===== src/hw/adc_scan_regs.svh =====
`ifndef ADC_SCAN_REGS_SVH
`define ADC_SCAN_REGS_SVH

// ==========================================
// Register byte offsets
`define REG_CHAN_CFG 8'h00
`define REG_AXIS_MAP 8'h04
`define REG_RESULT_SEL 8'h08
`define REG_RESULT 8'h0C
`define REG_SCAN_STATUS 8'h10
`define REG_AXIS_FB0 8'h14
`define REG_AXIS_FB1 8'h18
`define REG_AXIS_FB2 8'h1C
`define REG_AXIS_FB3 8'h20

// ==========================================
// Field layout and reset values
`define CFG_EN_LSB 0
`define CFG_RANGE_LSB 8
`define CFG_FB_LSB 24
`define CFG_CONV_LSB 28
`define CFG_RESET 32'h0000_0000
`define AXIS_MAP_RESET 32'h0000_0000
`define NUM_CHAN 8
`define NUM_AXIS 4
`define FIFO_DEPTH 8

// ==========================================
// Timing
`define SERVO_PERIOD_NS 250000
`define CLK_PERIOD_NS 10
`define SERVO_CYCLES (`SERVO_PERIOD_NS / `CLK_PERIOD_NS)

// ==========================================
// Bus answers
`define RESP_OKAY 2'h0
`define RESP_SLVERR 2'h2

`endif


===== src/hw/adc_scan_pkg.sv =====
package adc_scan_pkg;

	typedef enum logic [1:0] {
		RANGE_BIP10,
		RANGE_BIP5,
		RANGE_UNI10,
		RANGE_UNI5
	} range_type;

	typedef struct packed {
		logic [2:0] chan;
		logic [11:0] code;
	} sample_type;

	typedef enum {
		SCAN_IDLE,
		SCAN_START,
		SCAN_WAIT
	} scan_state_type;

endpackage


===== src/hw/adc_scan_sequencer.sv =====
// Summary of operation
// - One multiplexed converter is shared by eight channels, 12-bit results.
// - Channels 1-4 external; 5-8 internal diagnostic sources on the mux.
// - Bipolar ranges read signed -2048..2047; unipolar ranges 0..4095.
// - Each channel may serve feedback, plain conversion, or both.
// - Software reads the latest value of any selected channel.
// - Any channel may feed any axis; no fixed pairing.
// - Feedback values are absolute positions within converter full scale.
// - Per-channel enable; disabled channels are skipped in the scan.
// - Scan fast enough to refresh feedback every fastest servo update.
// - Fastest servo period is 250 us; staleness flagged beyond it.
//
// Decided for this implementation: the AXI4-Lite register port and the register addresses.
`timescale 1ns/1ns
`default_nettype none
`include "adc_scan_regs.svh"

module adc_scan_sequencer
	import adc_scan_pkg::*;
(
	input wire logic CLK_SYS,
	input wire logic RST,
	input wire logic [7:0] S_AXI_AWADDR,
	input wire logic S_AXI_AWVALID,
	output logic S_AXI_AWREADY,
	input wire logic [31:0] S_AXI_WDATA,
	input wire logic [3:0] S_AXI_WSTRB,
	input wire logic S_AXI_WVALID,
	output logic S_AXI_WREADY,
	output logic [1:0] S_AXI_BRESP,
	output logic S_AXI_BVALID,
	input wire logic S_AXI_BREADY,
	input wire logic [7:0] S_AXI_ARADDR,
	input wire logic S_AXI_ARVALID,
	output logic S_AXI_ARREADY,
	output logic [31:0] S_AXI_RDATA,
	output logic [1:0] S_AXI_RRESP,
	output logic S_AXI_RVALID,
	input wire logic S_AXI_RREADY,
	output logic [2:0] ADC_MUX_SEL,
	output logic [1:0] ADC_RANGE,
	output logic ADC_START,
	input wire logic ADC_DONE,
	input wire logic [11:0] ADC_CODE
);

	// ==========================================
	// Helpers
	function automatic logic [31:0] fmt_result(input logic [11:0] code,
		input range_type rng);
		if (rng == RANGE_BIP10 || rng == RANGE_BIP5) begin
			fmt_result = {{20{code[11]}}, code};
		end else begin
			fmt_result = {20'h00000, code};
		end
	endfunction

	function automatic logic [31:0] wr_merge(input logic [31:0] old,
		input logic [31:0] data, input logic [3:0] strb);
		for (int i = 0; i < 4; i++) begin
			wr_merge[i*8 +: 8] = strb[i] ? data[i*8 +: 8] : old[i*8 +: 8];
		end
	endfunction

	// ==========================================
	// Registers
	logic [31:0] cfg_ff, nxt_cfg;
	logic [31:0] map_ff, nxt_map;
	logic [2:0] sel_ff, nxt_sel;
	logic [11:0] res_ff [`NUM_CHAN];
	logic [`NUM_CHAN-1:0] fresh_ff, nxt_fresh;
	logic [`NUM_CHAN-1:0] en;
	range_type rng [`NUM_CHAN];

	always_comb begin
		en = cfg_ff[`CFG_EN_LSB +: `NUM_CHAN];
		for (int i = 0; i < `NUM_CHAN; i++) begin
			rng[i] = range_type'(cfg_ff[`CFG_RANGE_LSB + 2*i +: 2]);
		end
	end

	// ==========================================
	// Scan sequencer
	scan_state_type st_ff, nxt_st;
	logic [2:0] ch_ff, nxt_ch;
	logic start_ff, nxt_start;
	logic [2:0] mux_ff, nxt_mux;
	logic [1:0] arng_ff, nxt_arng;
	logic fifo_in_ready, fifo_out_valid;
	sample_type fifo_in, fifo_out;

	function automatic logic [2:0] next_en(input logic [2:0] cur,
		input logic [7:0] mask);
		logic [2:0] c;
		c = cur;
		next_en = cur;
		for (int k = 1; k <= `NUM_CHAN; k++) begin
			c = 3'(cur + 3'(k));
			if (mask[c] && next_en == cur) begin
				next_en = c;
			end
		end
	endfunction

	always_comb begin
		nxt_st = st_ff;
		nxt_ch = ch_ff;
		nxt_start = 1'b0;
		nxt_mux = mux_ff;
		nxt_arng = arng_ff;
		case (st_ff)
			SCAN_IDLE: begin
				if (en != '0) begin
					nxt_ch = en[ch_ff] ? ch_ff : next_en(ch_ff, en);
					nxt_st = SCAN_START;
				end
			end
			SCAN_START: begin
				if (!en[ch_ff]) begin
					nxt_st = SCAN_IDLE;
				end else if (fifo_in_ready) begin
					nxt_mux = ch_ff;
					nxt_arng = rng[ch_ff];
					nxt_start = 1'b1;
					nxt_st = SCAN_WAIT;
				end
			end
			SCAN_WAIT: begin
				if (ADC_DONE && !start_ff) begin
					nxt_ch = next_en(ch_ff, en);
					nxt_st = (en == '0) ? SCAN_IDLE : SCAN_START;
				end
			end
			default: nxt_st = SCAN_IDLE;
		endcase
	end

	assign fifo_in.chan = mux_ff;
	assign fifo_in.code = ADC_CODE;

	sample_fifo #(.WIDTH($bits(sample_type)), .DEPTH(`FIFO_DEPTH)) u_fifo (
		.clk(CLK_SYS),
		.rst(RST),
		.in_data(fifo_in),
		.in_valid(st_ff == SCAN_WAIT && ADC_DONE && !start_ff),
		.in_ready(fifo_in_ready),
		.out_data(fifo_out),
		.out_valid(fifo_out_valid),
		.out_ready(1'b1)
	);

	// ==========================================
	// Staleness watchdog per channel
	logic [14:0] age_ff [`NUM_CHAN];
	logic [14:0] nxt_age [`NUM_CHAN];
	logic [`NUM_CHAN-1:0] stale;

	always_comb begin
		nxt_fresh = fresh_ff;
		for (int i = 0; i < `NUM_CHAN; i++) begin
			stale[i] = en[i] && (age_ff[i] >= 15'(`SERVO_CYCLES));
			nxt_age[i] = stale[i] ? age_ff[i] : age_ff[i] + 15'h0001;
			if (fifo_out_valid && fifo_out.chan == 3'(i)) begin
				nxt_age[i] = 15'h0000;
				nxt_fresh[i] = 1'b1;
			end
		end
	end

	// ==========================================
	// AXI4-Lite slave
	logic awr_ff, nxt_awr, wr_ff, nxt_wr, bv_ff, nxt_bv;
	logic [7:0] awa_ff, nxt_awa;
	logic [31:0] wd_ff, nxt_wd;
	logic [3:0] ws_ff, nxt_ws;
	logic [1:0] bresp_ff, nxt_bresp;
	logic rv_ff, nxt_rv;
	logic [31:0] rd_ff, nxt_rd;
	logic [1:0] rresp_ff, nxt_rresp;
	logic [31:0] rdat;
	logic rhit;

	function automatic logic [31:0] axis_fb(input int ax);
		logic [2:0] c;
		c = map_ff[4*ax +: 3];
		axis_fb = fmt_result(res_ff[c], rng[c]);
	endfunction

	always_comb begin
		rhit = 1'b1;
		rdat = 32'h0000_0000;
		if (S_AXI_ARADDR == `REG_CHAN_CFG) begin
			rdat = cfg_ff;
		end else if (S_AXI_ARADDR == `REG_AXIS_MAP) begin
			rdat = map_ff;
		end else if (S_AXI_ARADDR == `REG_RESULT_SEL) begin
			rdat = {29'h0, sel_ff};
		end else if (S_AXI_ARADDR == `REG_RESULT) begin
			rdat = fmt_result(res_ff[sel_ff], rng[sel_ff]);
		end else if (S_AXI_ARADDR == `REG_SCAN_STATUS) begin
			rdat = {13'h0, ch_ff, stale, fresh_ff};
		end else if (S_AXI_ARADDR == `REG_AXIS_FB0) begin
			rdat = axis_fb(0);
		end else if (S_AXI_ARADDR == `REG_AXIS_FB1) begin
			rdat = axis_fb(1);
		end else if (S_AXI_ARADDR == `REG_AXIS_FB2) begin
			rdat = axis_fb(2);
		end else if (S_AXI_ARADDR == `REG_AXIS_FB3) begin
			rdat = axis_fb(3);
		end else begin
			rhit = 1'b0;
		end
	end

	always_comb begin
		nxt_awr = awr_ff;
		nxt_wr = wr_ff;
		nxt_awa = awa_ff;
		nxt_wd = wd_ff;
		nxt_ws = ws_ff;
		nxt_bv = bv_ff;
		nxt_bresp = bresp_ff;
		nxt_cfg = cfg_ff;
		nxt_map = map_ff;
		nxt_sel = sel_ff;
		nxt_rv = rv_ff;
		nxt_rd = rd_ff;
		nxt_rresp = rresp_ff;
		if (S_AXI_AWVALID && !awr_ff && !bv_ff) begin
			nxt_awr = 1'b1;
			nxt_awa = S_AXI_AWADDR;
		end
		if (S_AXI_WVALID && !wr_ff && !bv_ff) begin
			nxt_wr = 1'b1;
			nxt_wd = S_AXI_WDATA;
			nxt_ws = S_AXI_WSTRB;
		end
		if (awr_ff && wr_ff) begin
			nxt_awr = 1'b0;
			nxt_wr = 1'b0;
			nxt_bv = 1'b1;
			nxt_bresp = `RESP_OKAY;
			if (awa_ff == `REG_CHAN_CFG) begin
				nxt_cfg = wr_merge(cfg_ff, wd_ff, ws_ff);
			end else if (awa_ff == `REG_AXIS_MAP) begin
				nxt_map = wr_merge(map_ff, wd_ff, ws_ff);
			end else if (awa_ff == `REG_RESULT_SEL) begin
				if (ws_ff[0]) begin
					nxt_sel = wd_ff[2:0];
				end
			end else begin
				nxt_bresp = `RESP_SLVERR;
			end
		end
		if (bv_ff && S_AXI_BREADY) begin
			nxt_bv = 1'b0;
		end
		if (S_AXI_ARVALID && !rv_ff) begin
			nxt_rv = 1'b1;
			nxt_rd = rdat;
			nxt_rresp = rhit ? `RESP_OKAY : `RESP_SLVERR;
		end else if (rv_ff && S_AXI_RREADY) begin
			nxt_rv = 1'b0;
		end
	end

	always_ff @(posedge CLK_SYS) begin
		if (RST) begin
			st_ff <= SCAN_IDLE;
			ch_ff <= '0;
			start_ff <= 1'b0;
			mux_ff <= '0;
			arng_ff <= '0;
			cfg_ff <= `CFG_RESET;
			map_ff <= `AXIS_MAP_RESET;
			sel_ff <= '0;
			fresh_ff <= '0;
			awr_ff <= 1'b0;
			wr_ff <= 1'b0;
			awa_ff <= '0;
			wd_ff <= '0;
			ws_ff <= '0;
			bv_ff <= 1'b0;
			bresp_ff <= `RESP_OKAY;
			rv_ff <= 1'b0;
			rd_ff <= '0;
			rresp_ff <= `RESP_OKAY;
			for (int i = 0; i < `NUM_CHAN; i++) begin
				res_ff[i] <= '0;
				age_ff[i] <= '0;
			end
		end else begin
			st_ff <= nxt_st;
			ch_ff <= nxt_ch;
			start_ff <= nxt_start;
			mux_ff <= nxt_mux;
			arng_ff <= nxt_arng;
			cfg_ff <= nxt_cfg;
			map_ff <= nxt_map;
			sel_ff <= nxt_sel;
			fresh_ff <= nxt_fresh;
			awr_ff <= nxt_awr;
			wr_ff <= nxt_wr;
			awa_ff <= nxt_awa;
			wd_ff <= nxt_wd;
			ws_ff <= nxt_ws;
			bv_ff <= nxt_bv;
			bresp_ff <= nxt_bresp;
			rv_ff <= nxt_rv;
			rd_ff <= nxt_rd;
			rresp_ff <= nxt_rresp;
			for (int i = 0; i < `NUM_CHAN; i++) begin
				age_ff[i] <= nxt_age[i];
				if (fifo_out_valid && fifo_out.chan == 3'(i)) begin
					res_ff[i] <= fifo_out.code;
				end
			end
		end
	end

	assign S_AXI_AWREADY = awr_ff;
	assign S_AXI_WREADY = wr_ff;
	assign S_AXI_BVALID = bv_ff;
	assign S_AXI_BRESP = bresp_ff;
	assign S_AXI_ARREADY = rv_ff;
	assign S_AXI_RVALID = rv_ff;
	assign S_AXI_RDATA = rd_ff;
	assign S_AXI_RRESP = rresp_ff;
	assign ADC_MUX_SEL = mux_ff;
	assign ADC_RANGE = arng_ff;
	assign ADC_START = start_ff;

endmodule

`default_nettype wire


===== src/hw/sample_fifo.sv =====
`timescale 1ns/1ns
`default_nettype none

module sample_fifo #(
	parameter int WIDTH = 15,
	parameter int DEPTH = 8
) (
	input wire logic clk,
	input wire logic rst,
	input wire logic [WIDTH-1:0] in_data,
	input wire logic in_valid,
	output logic in_ready,
	output logic [WIDTH-1:0] out_data,
	output logic out_valid,
	input wire logic out_ready
);
	localparam int AW = $clog2(DEPTH);
	logic [WIDTH-1:0] mem_ff [DEPTH];
	logic [AW-1:0] wr_ff, nxt_wr, rd_ff, nxt_rd;
	logic [AW:0] cnt_ff, nxt_cnt;
	logic push, pop;

	assign in_ready = (cnt_ff != (AW+1)'(DEPTH));
	assign out_valid = (cnt_ff != '0);
	assign out_data = mem_ff[rd_ff];
	assign push = in_valid && in_ready;
	assign pop = out_valid && out_ready;

	always_comb begin
		nxt_wr = push ? wr_ff + AW'(1) : wr_ff;
		nxt_rd = pop ? rd_ff + AW'(1) : rd_ff;
		nxt_cnt = cnt_ff + (AW+1)'(push) - (AW+1)'(pop);
	end

	always_ff @(posedge clk) begin
		if (rst) begin
			wr_ff <= '0;
			rd_ff <= '0;
			cnt_ff <= '0;
		end else begin
			wr_ff <= nxt_wr;
			rd_ff <= nxt_rd;
			cnt_ff <= nxt_cnt;
		end
		if (push) begin
			mem_ff[wr_ff] <= in_data;
		end
	end
endmodule

`default_nettype wire


===== config.mk =====
export PLATFORM = sky130hd
export DESIGN_NAME = adc_scan_sequencer
export DESIGN_NICKNAME = d
export VERILOG_FILES = /design/src/hw/adc_scan_pkg.sv /design/src/hw/adc_scan_sequencer.sv /design/src/hw/sample_fifo.sv
export VERILOG_INCLUDE_DIRS = /design/src /design/src/hw
export SDC_FILE = /design/constraint.sdc
export NUM_CORES = 1
export LEC_CHECK = 0
export BUFFER_PORTS_ARGS = -buffer_cell sky130_fd_sc_hd__buf_2
export CORE_MARGIN = 10
export CORE_UTILIZATION = 56
export DETAILED_ROUTE_END_ITERATION = 10
export HOLD_SLACK_MARGIN = 0.03
export PLACE_DENSITY_LB_ADDON = 0.25
export SYNTH_ARGS = -nofsm -noshare
export SYNTH_HDL_FRONTEND = slang
export SYNTH_HIERARCHICAL = 1
export SYNTH_SLANG_ARGS = --single-unit

===== constraint.sdc =====
create_clock -name CLK_SYS -period 3.3 [get_ports CLK_SYS]
set_input_delay 0.165 -clock CLK_SYS [delete_from_list [all_inputs] [get_ports CLK_SYS]]
set_output_delay 0.165 -clock CLK_SYS [all_outputs]
set_load 0.01 [all_outputs]

# After elaboration in Yosys (flattened, before gate mapping)
# Memories as Yosys holds them, arrays and structs flattened. A register that Yosys moved wholly into a read port is not among the register bits.
# Cells that the tools add are included.
# classes
mux	190
n_eq_ne	46
add_sub_neg	19
n_reduce_logical	81
bitwise	26
order_cmp	22
# ops
op	count
2-to-1 mux 32 bit	18
2-to-1 mux 15 bit	24
2-to-1 mux 3 bit	58
adder 15 x 1 -> 15 bit, second input constant	8
>= comparator 15 bit, second input constant	8
2-to-1 mux 12 bit	8
one-hot mux 32 bit (3 select lines)	1
2-to-1 mux 1 bit	50
== test 3 bit	14
logical AND 1 bit	42
binary-select mux 2 bit (select 3 bit)	6
== test 32 x 1 -> 1 bit, second input constant	1
== test 32 x 2 -> 1 bit, second input constant	1
== test 32 x 3 -> 1 bit, second input constant	1
== test 8 x 5 -> 1 bit, second input constant	4
zero test 32 bit	1
less-than comparator 3 x 4 -> 1 bit, second input constant	8
2-to-1 mux 2 bit	16
binary-select mux 1 bit (select 3 bit)	8
== test 8 x 4 -> 1 bit, second input constant	3
>= comparator 4 bit, second input constant	6
zero test 8 bit	3
inverter 3 -> 4 bit	6
AND reduction 3 bit	6
other kinds (29)	83
# totals
input_bits	72
ram_bits	336
regBits	210
n_memories	3
out_inout_bits	47
# memory_table
memory	words	width	rd	rd_clocked_by_memory_dff	write_ports	line_no	text
age_ff	8	15	8	0	8	adc_scan_sequencer.sv:154	logic [14:0] age_ff [`NUM_CHAN];
u_fifo.mem_ff	8	15	1	1	1	sample_fifo.sv:18	logic [WIDTH-1:0] mem_ff [DEPTH];
res_ff	8	12	5	5	8	adc_scan_sequencer.sv:70	logic [11:0] res_ff [`NUM_CHAN];

# Longest topological paths before layout
# logic_depth
word_depth	42
depth_mapped	14
mapped_depth_nobuf	10

# By module
# The synthesis kept the hierarchy.
# modules_own_cells
module	area_per_inst_um2	instances	cells_each
adc_scan_sequencer	21030.2	1	2144
sample_fifo	5337.6	1	253

# Worst setup path after synthesis
# Ideal clock, no wire load.
# synth_timing
path_kind	reg2reg
from	reg ch_ff[1]
to	reg ch_ff[2]
synth_period_minus_slack_ns	3.332
slack_ns	-0.032
t_required_ns	3.166
n_path_buf	3
arrival_ns	3.198
stages_incl_launch_ff	14
cell_sequence	dfxtp_1 -> buf_6 -> clkinv_1 -> ha_1 -> buf_2 -> buf_2 -> mux4_1 -> mux2i_1 -> nand2_1 -> nor4_1 -> nand4_1 -> a211o_1 -> o2bb2a_1 -> a211oi_1
# synth_between
elab_chain_len	40
# synth_lines
element	line_no	text
start, declared	adc_scan_sequencer.sv:85	logic [2:0] ch_ff, nxt_ch;
start signal, assigned	adc_scan_sequencer.sv:294	ch_ff <= nxt_ch;
adder 3 x 1 -> 3 bit	adc_scan_sequencer.sv:98	c = 3'(cur + 3'(k));
binary-select mux 1 bit (select 3 bit)	adc_scan_sequencer.sv:99	if (mask[c] && next_en == cur) begin
2-to-1 mux 1 bit (not written as such)	adc_scan_sequencer.sv:99	
2-to-1 mux 3 bit	adc_scan_sequencer.sv:99	
2-to-1 mux 3 bit (on tied branches)	adc_scan_sequencer.sv:129, adc_scan_sequencer.sv:113	
2-to-1 mux 3 bit	adc_scan_sequencer.sv:111	case (st_ff)
== test 3 bit	adc_scan_sequencer.sv:99	
logical AND 1 bit	adc_scan_sequencer.sv:99	
[24 not listed]	n/a	
logical AND 1 bit	adc_scan_sequencer.sv:99	
2-to-1 mux 3 bit	adc_scan_sequencer.sv:99	
2-to-1 mux 3 bit (on tied branches)	adc_scan_sequencer.sv:129, adc_scan_sequencer.sv:113	
2-to-1 mux 3 bit	adc_scan_sequencer.sv:111	
== test 3 bit or 2-to-1 mux 3 bit (tied branches)	adc_scan_sequencer.sv:99	
logical AND 1 bit or 2-to-1 mux 3 bit (tied branches)	adc_scan_sequencer.sv:99, adc_scan_sequencer.sv:114	
!= test 2 bit (no source line) or 2-to-1 mux 3 bit (tied branches)	n/a	
AND reduction 6 bit (no source line) or one-hot mux 3 bit (2 select lines) (tied branches)	n/a	
# Parallel ways exist; a longest one is shown, timed or not. The select of a mux whose other input is x is not followed.
# A chain may end at the register's enable or synchronous reset.

# Worst setup path after layout
# layout_timing
from	reg ch_ff[0]
to	reg ch_ff[0]
# Same word-level chain as after synthesis.

==> flow_summary.json <==
{
  "postSynthAreaPerCell_um2": 11.00,
  "rows": 79,
  "ff2ff_setup_slack_ns": 0.17,
  "peakVddDrop_v": 0.0004905,
  "route.vias.total": 19990,
  "seqCellArea_mm2": 0.01281,
  "rr_endpoint": "ch_ff[0]",
  "synth_edf_count": 216,
  "yosys-top-cells-area": "edfxtp_1 25%, dfxtp_1 24%, mux4_2 12%, nand2_1 4.0%, a21oi_1 3.7%",
  "crit_fanout": 14,
  "crit_required_ns": 3.80,
  "drc": 0,
  "synth.top_cell.area_share": 0.2460,
  "syn_area_mm2": 0.02637,
  "timing.final.crit_share": 0.9493,
  "numPortBuffers": 116,
  "finalCriticalPeriod_ns": 3.133,
  "power.density_mw_per_mm2": 535.8,
  "h-tree-depth": 2,
  "nNetsFinal": 2658,
  "maxSlewHeadroom": 0.1902,
  "post-route-util": 0.6502,
  "cts.clk_slew.worst_paths_ns": 0.06,
  "core_mm2": 0.04656,
  "fill_cells": 3527,
  "antenna_found_initial": 1,
  "hp-class": "in -> reg",
  "numCtsBuffers": 54,
  "track_usage": 0.2405,
  "gp_congestion": 0.8885,
  "grt_max_degree": 87,
  "min_path_cells": 5,
  "worst_pin_slew_ns": 1.212,
  "fmaxAchievable_mhz": 319.2,
  "clk_latency_ns": 0.62,
  "pre_cts_ws_ns": 0.01319,
  "yosysWarnings": 6,
  "finClkSkew_ns": 0.01391,
  "die_height_um": 237.0,
  "netlist_instances": 2397,
  "vias_per_cell": 6.219,
  "dr.pass1.iters": 6,
  "grt_overflow_total": 0,
  "endpoint": "ch_ff[0]",
  "die_w_um": 237.0,
  "r2r_start": "ch_ff[0]",
  "synth_largest_area_cell": "edfxtp_1",
  "dieArea_mm2": 0.05616,
  "cp-startpoint": "ch_ff[0]",
  "holdWs_ns": 0.1698,
  "finalSetupTns_ns": 0,
  "ant_nets": 0,
  "slew_viol_final": 0,
  "wl_um": 69420,
  "routedWlPerCell_um": 21.60,
  "cts_tree": "built",
  "power.total_w": 0.01622,
  "initial_core_util": 0.5664,
  "rsz0062_at_grt": "false",
  "cap_violations": 0,
  "async_flop_share": 0,
  "grt_pass1_vias": 19850,
  "cts_root_buffer": "clkbuf_16",
  "total_leakage_power_nw": 10.56,
  "critical_path_arrival_ns": 3.63,
  "boundaryPins": 119,
  "critPathKind": "reg -> reg",
  "worstSetupStartpointType": "flop",
  "area_delta_synth_final_pct": 14.80,
  "synthFlopType": "dfxtp_1",
  "finalSetupViolCount": 0,
  "cp-end-kind": "flop",
  "cts.path.max_buffers": 3,
  "ys_ff_latch": 532,
  "post-synth-top-count-cell": "dfxtp_1",
  "ys_top_cells_by_count": "316 x dfxtp_1, 280 x nand2_1, 256 x nor2_1, 216 x edfxtp_1, 196 x a21oi_1",
  "reg2reg_depth": 10,
  "drive_above_1_share": 0.2003,
  "hold_viol": 0,
  "status": "finished, final reports clean",
  "seq_area_frac_synth": 0.4859,
  "first_iter_violations": 1740,
  "dp_hpwl_um": 46440,
  "numClockSinks": 532,
  "multiInputGateArea_mm2": 0.01279,
  "grt_pass1_wl_um": 108900,
  "setup_ws_ns": 0.1673,
  "ys_types": 79
}
[sequential cells by signal (all words and copies together), names as in the netlist, 2 cells and up, named ones only]
name and cells:
ws_ff 4, u_fifo/rd_ff 3, ADC_MUX_SEL 3, awa_ff 8
res_ff 96, u_fifo/wr_ff 3, fresh_ff 8, ADC_RANGE 2
S_AXI_RDATA 32, ch_ff 3, age_ff 120, st_ff 2
map_ff 32, sel_ff 3, u_fifo/cnt_ff 4, wd_ff 32
cfg_ff 32, u_fifo/mem_ff 120
[report_power, final]
group / switching [W] / internal (W) / total [W]
combinational: 0.00130 / 0.00112 / 0.00242
sequential: 0.000444 / 0.00732 / 0.00776
clock: 0.00259 / 0.00345 / 0.00604
[logic make-up after synthesis]
logic type,count (synthesis),share of synthesized area
AOI/OAI and AO/OA,364,0.08328
xor gates and xnor gates,86,0.02857
adders and majority gates,26,0.01262
buffers and inverters,220,0.03360
DFF,532,0.4859
muxes,293,0.2027
other,2,0.0002848
and+or+nand+nor,874,0.1531
[worst min-delay path by stage]
stage	startpoint	end	slack, ns
6_report	S_AXI_AWVALID	S_AXI_AWREADY	0.17
2_1_floorplan	ADC_CODE[0]	u_fifo/mem_ff[0][0]	0.26
3_5_place_dp	S_AXI_WDATA[28]	wd_ff[28]	0.41
4_1_cts	S_AXI_AWVALID	S_AXI_AWREADY	0.12
5_1_grt	S_AXI_AWVALID	S_AXI_AWREADY	0.15
3_3_place_gp	S_AXI_WDATA[28]	wd_ff[28]	0.41
[what timing repair did]
| item | 4_1_cts | 5_1_grt |
|---|---|---|
| gates cloned | 0 | 0 |
| setup endpoints to repair | 1 | 3 |
| setup buffers | 1 | 4 |
| pin swaps | 1 | 2 |
| resized for setup | 0 | 14 |
| hold endpoints to repair | 170 | 0 |
| hold buffers | 60 | 0 |
[layout by cell type, fill, tap and decap left out, types with 13 or more instances in the layout]
cell type / count
a21oi_1: 196
and3_1: 23
buf_2: 115
buf_4: 93
clkbuf_16: 55
dfxtp_1: 316
dlygate4sd3_1: 60
edfxtp_1: 216
ha_1: 23
inv_1: 50
mux2_2: 41
mux2i_1: 68
mux4_1: 32
mux4_2: 146
nand2_1: 280
nand2b_1: 31
nand3_1: 113
nand4_1: 33
nor2_1: 256
nor2b_1: 15
nor3_1: 25
nor4_1: 13
o211ai_1: 21
o21ai_0: 51
o22ai_1: 23
or3_1: 34
xnor2_1: 27
xor2_1: 59
[metal layers]
layer	global-route usage	up-vias	wire length, µm
li1	-	9178	-
met4	0.09323	0	2280
met3	0.04492	159	5539
met5	0	-	0
met2	0.4126	871	34520
met1	0.2953	9780	27080
[critical path, stage by stage (launching register included)]
cell and delay [ns]:
dfxtp_1 0.35, buf_4 0.19, buf_4 0.27, mux4_2 0.56, mux2_4 0.34, nor4_4 0.28, a211oi_2 0.08, a21boi_4 0.30
mux2i_4 0.31, a2111oi_2 0.09, a211o_1 0.24
[stage by stage]
step | area (µm²) | std cells
after floorplan | 26390 | 2399
after global placement | 27820 | 3046
after detailed placement | 27820 | 3046
after CTS | 30170 | 3209
after global routing | 30270 | 3214
final | 30270 | 3214
[area by class of cell]
| class | count | area share |
|---|---|---|
| diodes | 1 | 0.00008267 |
| clock buffers | 70 | 0.04832 |
| clock inverters | 32 | 0.009341 |
| inverters | 52 | 0.006448 |
| multi-input cells | 1647 | 0.4225 |
| flip-flops and latches | 532 | 0.4232 |
| well taps | 607 | 0.02509 |
| repair buffers | 273 | 0.06493 |
Power figures use the tool's default switching activity.
